## src/hw/pkt_gen_map.svh

```systemverilog
// Summary of operation
// Errored-packet count is 32 bits, read as low and high 16-bit words.
// Writing lock or lock-and-clear bit freezes the readable error count.
// With count mode zero the error counter saturates at all ones.
// Control bits 15:8, reset 0x55, give the fixed payload byte.
// Bits 7:6 pick payload: 00 incrementing, 01 fixed, 1x pseudo-random.
// Bits 5:3, reset 2, give valid pattern bytes; code 7 means six.
// Bits 2:0, reset 1, give ten-power packet count; code 7 continuous.
// 48-bit pattern, reset zero, in three words, least significant first.
// 48-bit exact-match value, reset zero, compared with destination address.
// Bit 1 of frame check status flags a receive CRC error.
// Bit 0 of frame check status flags a transmit CRC error.
// Frame check status bits 15:2 read zero and ignore writes.
// Lock bit freezes counters; lock-and-clear also clears them and overflow.
// First statistics register returns low half of transmit packet count.
// Reading low, high, errored statistics in order clears them.
// Incrementing payload adds one per byte; generation stops after count.
`ifndef PKT_GEN_MAP_SVH
`define PKT_GEN_MAP_SVH
// Register indices; byte address is four times the index
`define ERR_LO_IDX 12'h622
`define ERR_HI_IDX 12'h623
`define GEN_CTRL_IDX 12'h624
`define PAT_LO_IDX 12'h625
`define PAT_MID_IDX 12'h626
`define PAT_HI_IDX 12'h627
`define DA_LO_IDX 12'h628
`define DA_MID_IDX 12'h629
`define DA_HI_IDX 12'h62A
`define CRC_STAT_IDX 12'h638
`define TX_LO_IDX 12'h639
`define TX_HI_IDX 12'h63A
`define TX_ERR_IDX 12'h63B
`define CHK_CTRL_IDX 12'h640
`define IRQ_STAT_IDX 12'h641
`define IRQ_CLR_IDX 12'h642
`define IRQ_EN_IDX 12'h643
// Reset values
`define GEN_CTRL_RST 16'h5511
// Checker control fields
`define CHK_LOCK_BIT 0
`define CHK_CLEAR_BIT 1
`define CHK_MODE_BIT 2
`define GEN_START_BIT 3
`define GEN_STOP_BIT 4
`define CHK_OV_BIT 8
`define GEN_BUSY_BIT 9
`define GEN_DONE_BIT 10
// Interrupt bit positions
`define IRQ_PKT_ERR 0
`define IRQ_RX_CRC 1
`define IRQ_TX_CRC 2
`define IRQ_GEN_DONE 3
`define IRQ_W 4
// Generator timing
`define GEN_PKT_LEN 8'd64
`define GEN_GAP_LEN 8'd12
`define GEN_LFSR_SEED 16'hACE1
`endif

```

## src/hw/pkt_gen_pkg.sv

```systemverilog
`default_nettype none
package pkt_gen_pkg;
  typedef struct packed {
    logic [7:0] fixed_byte;
    logic [1:0] mode;
    logic [2:0] vld_bytes;
    logic [2:0] pkt_cnt;
  } gen_ctrl_s;

  typedef struct packed {
    gen_ctrl_s ctrl;
    logic [47:0] pattern;
  } gen_cfg_s;

  typedef struct packed {
    logic tx_pkt;
    logic tx_crc;
    logic rx_crc;
    logic pkt_err;
  } dp_evt_s;

  typedef enum logic [1:0] {GEN_IDLE, GEN_SEND, GEN_GAP} gen_state_e;
endpackage : pkt_gen_pkg
`default_nettype wire

```

## src/hw/byte_generator.sv

```systemverilog
`include "pkt_gen_map.svh"
`default_nettype none
module byte_generator
  import pkt_gen_pkg::*;
(
  // Clock and reset
  input wire logic clk_i,
  input wire logic rst_i,
  // Control
  input wire gen_cfg_s cfg_i,
  input wire logic start_i,
  input wire logic stop_i,
  // Byte stream
  output logic [7:0] data_o,
  output logic valid_o,
  output logic last_o,
  input wire logic ready_i,
  // Status
  output logic busy_o,
  output logic done_o
);
  gen_state_e state_reg, state_next;
  logic [7:0] idx_reg, idx_next;
  logic [7:0] incr_reg, incr_next;
  logic [15:0] lfsr_reg, lfsr_next;
  logic [19:0] sent_reg, sent_next;
  logic [19:0] target_reg, target_next;
  logic [7:0] data_reg, data_next;
  logic done_reg, done_next;
  logic [2:0] vld;

  function automatic logic [19:0] decade(input logic [2:0] code);
    case (code)
      3'h0: decade = 20'h00001;
      3'h1: decade = 20'h0000A;
      3'h2: decade = 20'h00064;
      3'h3: decade = 20'h003E8;
      3'h4: decade = 20'h02710;
      3'h5: decade = 20'h186A0;
      default: decade = 20'hF4240;
    endcase
  endfunction : decade

  function automatic logic [7:0] pick(input logic [7:0] i,
                                      input logic [7:0] inc,
                                      input logic [15:0] lf);
    if (i < {5'h00, vld}) begin
      pick = cfg_i.pattern[{i[2:0], 3'h0} +: 8];
    end else if (cfg_i.ctrl.mode[1]) begin
      pick = lf[7:0];
    end else if (cfg_i.ctrl.mode[0]) begin
      pick = cfg_i.ctrl.fixed_byte;
    end else begin
      pick = inc;
    end
  endfunction : pick

  assign vld = (cfg_i.ctrl.vld_bytes == 3'h7) ? 3'h6 : cfg_i.ctrl.vld_bytes;

  always_comb begin
    state_next = state_reg;
    idx_next = idx_reg;
    incr_next = incr_reg;
    lfsr_next = lfsr_reg;
    sent_next = sent_reg;
    target_next = target_reg;
    done_next = 1'b0;
    case (state_reg)
      GEN_IDLE: begin
        if (start_i) begin
          state_next = GEN_SEND;
          idx_next = 8'h00;
          sent_next = 20'h00000;
          target_next = decade(cfg_i.ctrl.pkt_cnt);
        end
      end
      GEN_SEND: begin
        if (ready_i) begin
          idx_next = idx_reg + 8'h01;
          if (idx_reg >= {5'h00, vld}) begin
            incr_next = incr_reg + 8'h01;
            lfsr_next = {lfsr_reg[14:0],
              lfsr_reg[15] ^ lfsr_reg[13] ^ lfsr_reg[12] ^ lfsr_reg[10]};
          end
          if (idx_reg == `GEN_PKT_LEN - 8'h01) begin
            sent_next = sent_reg + 20'h00001;
            idx_next = 8'h00;
            state_next = GEN_GAP;
          end
        end
      end
      GEN_GAP: begin
        idx_next = idx_reg + 8'h01;
        if (idx_reg == `GEN_GAP_LEN - 8'h01) begin
          idx_next = 8'h00;
          if (cfg_i.ctrl.pkt_cnt != 3'h7 && sent_reg == target_reg) begin
            state_next = GEN_IDLE;
            done_next = 1'b1;
          end else begin
            state_next = GEN_SEND;
          end
        end
      end
      default: state_next = GEN_IDLE;
    endcase
    if (stop_i && state_reg != GEN_IDLE) begin
      state_next = GEN_IDLE;
      done_next = 1'b1;
    end
    data_next = pick(idx_next, incr_next, lfsr_next);
  end

  always_ff @(posedge clk_i) begin
    if (rst_i) begin
      state_reg <= GEN_IDLE;
      idx_reg <= 8'h00;
      incr_reg <= 8'h00;
      lfsr_reg <= `GEN_LFSR_SEED;
      sent_reg <= 20'h00000;
      target_reg <= 20'h00000;
      data_reg <= 8'h00;
      done_reg <= 1'b0;
    end else begin
      state_reg <= state_next;
      idx_reg <= idx_next;
      incr_reg <= incr_next;
      lfsr_reg <= lfsr_next;
      sent_reg <= sent_next;
      target_reg <= target_next;
      data_reg <= data_next;
      done_reg <= done_next;
    end
  end

  assign data_o = data_reg;
  assign valid_o = (state_reg == GEN_SEND);
  assign last_o = valid_o && (idx_reg == `GEN_PKT_LEN - 8'h01);
  assign busy_o = (state_reg != GEN_IDLE);
  assign done_o = done_reg;
endmodule : byte_generator
`default_nettype wire

```

## config.mk

```make
export PLATFORM = sky130hd
export DESIGN_NAME = byte_generator
export DESIGN_NICKNAME = d
export VERILOG_FILES = /design/src/hw/pkt_gen_pkg.sv /design/src/hw/byte_generator.sv
export VERILOG_INCLUDE_DIRS = /design/src /design/src/hw
export SDC_FILE = /design/constraint.sdc
export NUM_CORES = 1
export LEC_CHECK = 0
export BUFFER_PORTS_ARGS = -buffer_cell sky130_fd_sc_hd__buf_2
export CORE_AREA = 10 10 101 103
export DETAILED_ROUTE_END_ITERATION = 7
export DIE_AREA = 0 0 111 113
export PLACE_DENSITY = 0.88
export SYNTH_ARGS = -nofsm -noshare
export SYNTH_HDL_FRONTEND = slang
export SYNTH_SLANG_ARGS = --single-unit
```

## constraint.sdc

```tcl
create_clock -name clk_i -period 2.75 [get_ports clk_i]
set_input_delay 0.275 -clock clk_i [delete_from_list [all_inputs] [get_ports clk_i]]
set_output_delay 0.275 -clock clk_i [all_outputs]
set_load 0.05 [all_outputs]
```

==> reports/qor.yml <==
final_nets: 695
holdWs_ns: 0.195
drc: 0
drive_gt1_share_pct: 24.6
clock_sinks: 77
core_area_sq_um: 8130
final_common_cell: "buf_2"
syn_area_sq_um: 4490
syn_nets: 614
cap_violations: 0
grt_max_degree: 27
die_w_um: 111
slowest_stage: "dfxtp_1"
track_usage_pct: 18.0
initial_core_util_pct: 55.1
clock-root-buffer: "clkbuf_8"
outcome: "complete, no violations"
finalSetupViolCount: 0
vias: 4291
cp_top_family: "simple AND/OR/NAND/NOR gates"
path_clk_slew_ns: 0.09
core.rowCount: 33
reg2reg_to: "data_o[7]"
synth_flop_cell: "dfxtp_1"
first_iter_violations: 309
max_slew_margin_pct: 63.8
min_path_cells: 3
leakagePower_nw: 2.07
final.fill_count: 620
min_from: "stop_i"
first_global_vias: 4111
port_buffers: 80
insertion_delay_ns: 0.35
die_y_um: 113
dr.pass1.iters: 5
grt_overflow: 0
place_congestion: 0.893
period_share_pct: 95.5
reg2reg_slack_ns: 0.12
synthDistinctLibCells: 64
num_antenna_cells: 0
place_area_sq_um: 5010
whs_endpoint: "done_o"
ant_nets: 0
htreeDepth: 3
cp-start-kind: "register"
hp-class: "input pin to register"
finalHoldViolCount: 0
peakVddDrop_uv: 274
layout_common_cells: "buf_2 (80), dfxtp_1 (72), nor2_1 (66)"
yosysTopAreaCellShare_pct: 34.4
grt_pass1_wl_um: 19400
cts_buffers: 9
synth_seq_cells: 77
cts_tree: "done"
path_max_fanout: 9
final.min_clock_period_ns: 2.63
ys_top_cells_by_area: "dfxtp_1 (34%), mux2i_1 (6.7%), nor2_1 (5.5%)"
cp_cell_sequence: "nand2b_1, a21o_4, a21bo_2, nand2_1, ha_2, nand2b_1, o221ai_4, nand4_4, nor3_2, a211oi_1"
final_area_sq_um: 5290
cp.required_ns: 2.98
postSynth.asyncResetShare_pct: 0
ys_warn_count: 0
worstPathArrival_ns: 2.85
power.density_nw_per_um2: 468
fmax_mhz: 381
routed_via_density: 5.89
worstPathBufferInverterCount: 0
dieArea_sq_um: 12500
antenna_found_initial: 0
hpwl_um: 8720
syn_area_per_cell_sq_um: 8.35
synth_area_leader_cell: "dfxtp_1"
io_pins: 81
cts_hold_buf: 0
synth_seq_area_share_pct: 34.4
largest_reg_flops: 20
finClkSkew_ns: 0.00948
wl_per_cell_um: 16.7
wirelength_um: 12200
syn_inst: 537
crit_path_frequent_cell: "nand2b_1"
slew_violations: 0
max_slew.worst_pin.slew_ns: 0.542
reg2reg_depth: 10
area_delta_synth_final_pct: 18.0
slowest_delay_ns: 0.50
end_kind: "register"
crit_type: "register to register"
synth_edf_count: 0
rr_startpoint: "state_reg[0]"
clockBufferDepth: 2
==> cell type report <==
type                    count  area, sq um  area share [%]
clock buffers               9          124            2.34
repair buffers            101          574            10.8
flip-flops and latches     77         1550            29.2
multi-input cells         416         2790            52.6
clock inverters             7         81.3            1.54
inverters                  13         48.8           0.922
well taps                 105          131            2.48
==> stage by stage <==
stage          setup slack, ns  std cells  power (mW)  utilization [%]  setup TNS (ns)
2_1_floorplan            0.273        537        1.48                -               0
3_3_place_gp           -0.0110        709        1.59             61.6         -0.0110
3_5_place_dp           -0.0797        709        1.61             61.6         -0.0901
4_1_cts                 0.0458        725        2.47             64.1               0
5_1_grt                -0.0312        728        2.57             65.1         -0.0312
6_report                 0.124        728        2.48             65.1               0
==> what timing repair did <==
action / in CTS / in global routing
buffers inserted: 0 / 2
endpoints found under the setup margin: 0 / 8
resized for setup: 0 / 14
==> routing by layer <==
metal | track usage [%] | routed length (um)
met1 | 21.2 | 5000
met2 | 31.8 | 6180
met3 | 3.33 | 683
met4 | 6.68 | 279
met5 | 0 | 0
==> worst max-delay path by stage <==
stage	start	slack, ns	cells past startpoint	endpoint
detailed placement	cfg_i[52]	-0.08	10	data_o[7]
global route	idx_reg[5]	-0.03	11	data_o[7]
finish	state_reg[0]	0.12	10	data_o[7]
global placement	cfg_i[51]	-0.01	10	data_o[7]
floorplan	idx_reg[0]	0.27	12	data_o[2]
CTS	idx_reg[1]	0.05	11	data_o[6]
==> worst min-delay path: cells and delay by family <==
| kind | cells | cell delay, ns |
|---|---|---|
| AO/OA/AOI/OAI | 1 | 0.06 |
| buffers and inverters | 1 | 0.10 |
| AND/OR/NAND/NOR | 1 | 0.07 |
==> Yosys cell counts (8+ instances only) <==
cell,number
a21oi_1,37
clkbuf_1,19
dfxtp_1,77
ha_1,8
inv_1,13
mux2i_1,30
nand2_1,51
nand2b_1,12
nand3_1,18
nand4_1,15
nor2_1,66
nor2b_1,11
nor3_1,16
o21ai_0,8
xnor2_1,22
xor2_1,18
==> cells by family after synthesis <==
family / Yosys count / share of synthesized area (%)
buffers and inverters: 45 / 4.91
xor gates and xnor gates: 40 / 7.81
adders and majority gates: 8 / 2.23
DFF: 77 / 34.4
AOI/OAI and AO/OA: 106 / 17.6
and+or+nand+nor: 228 / 25.6
muxes: 33 / 7.45
==> report_power, final <==
group          total (mW)  internal [mW]  switching (mW)
clock               0.880          0.430           0.450
sequential           1.17           1.14          0.0209
combinational       0.433          0.174           0.259
total                2.48           1.75           0.730
Note: power is estimated with default switching activity, not from simulation.
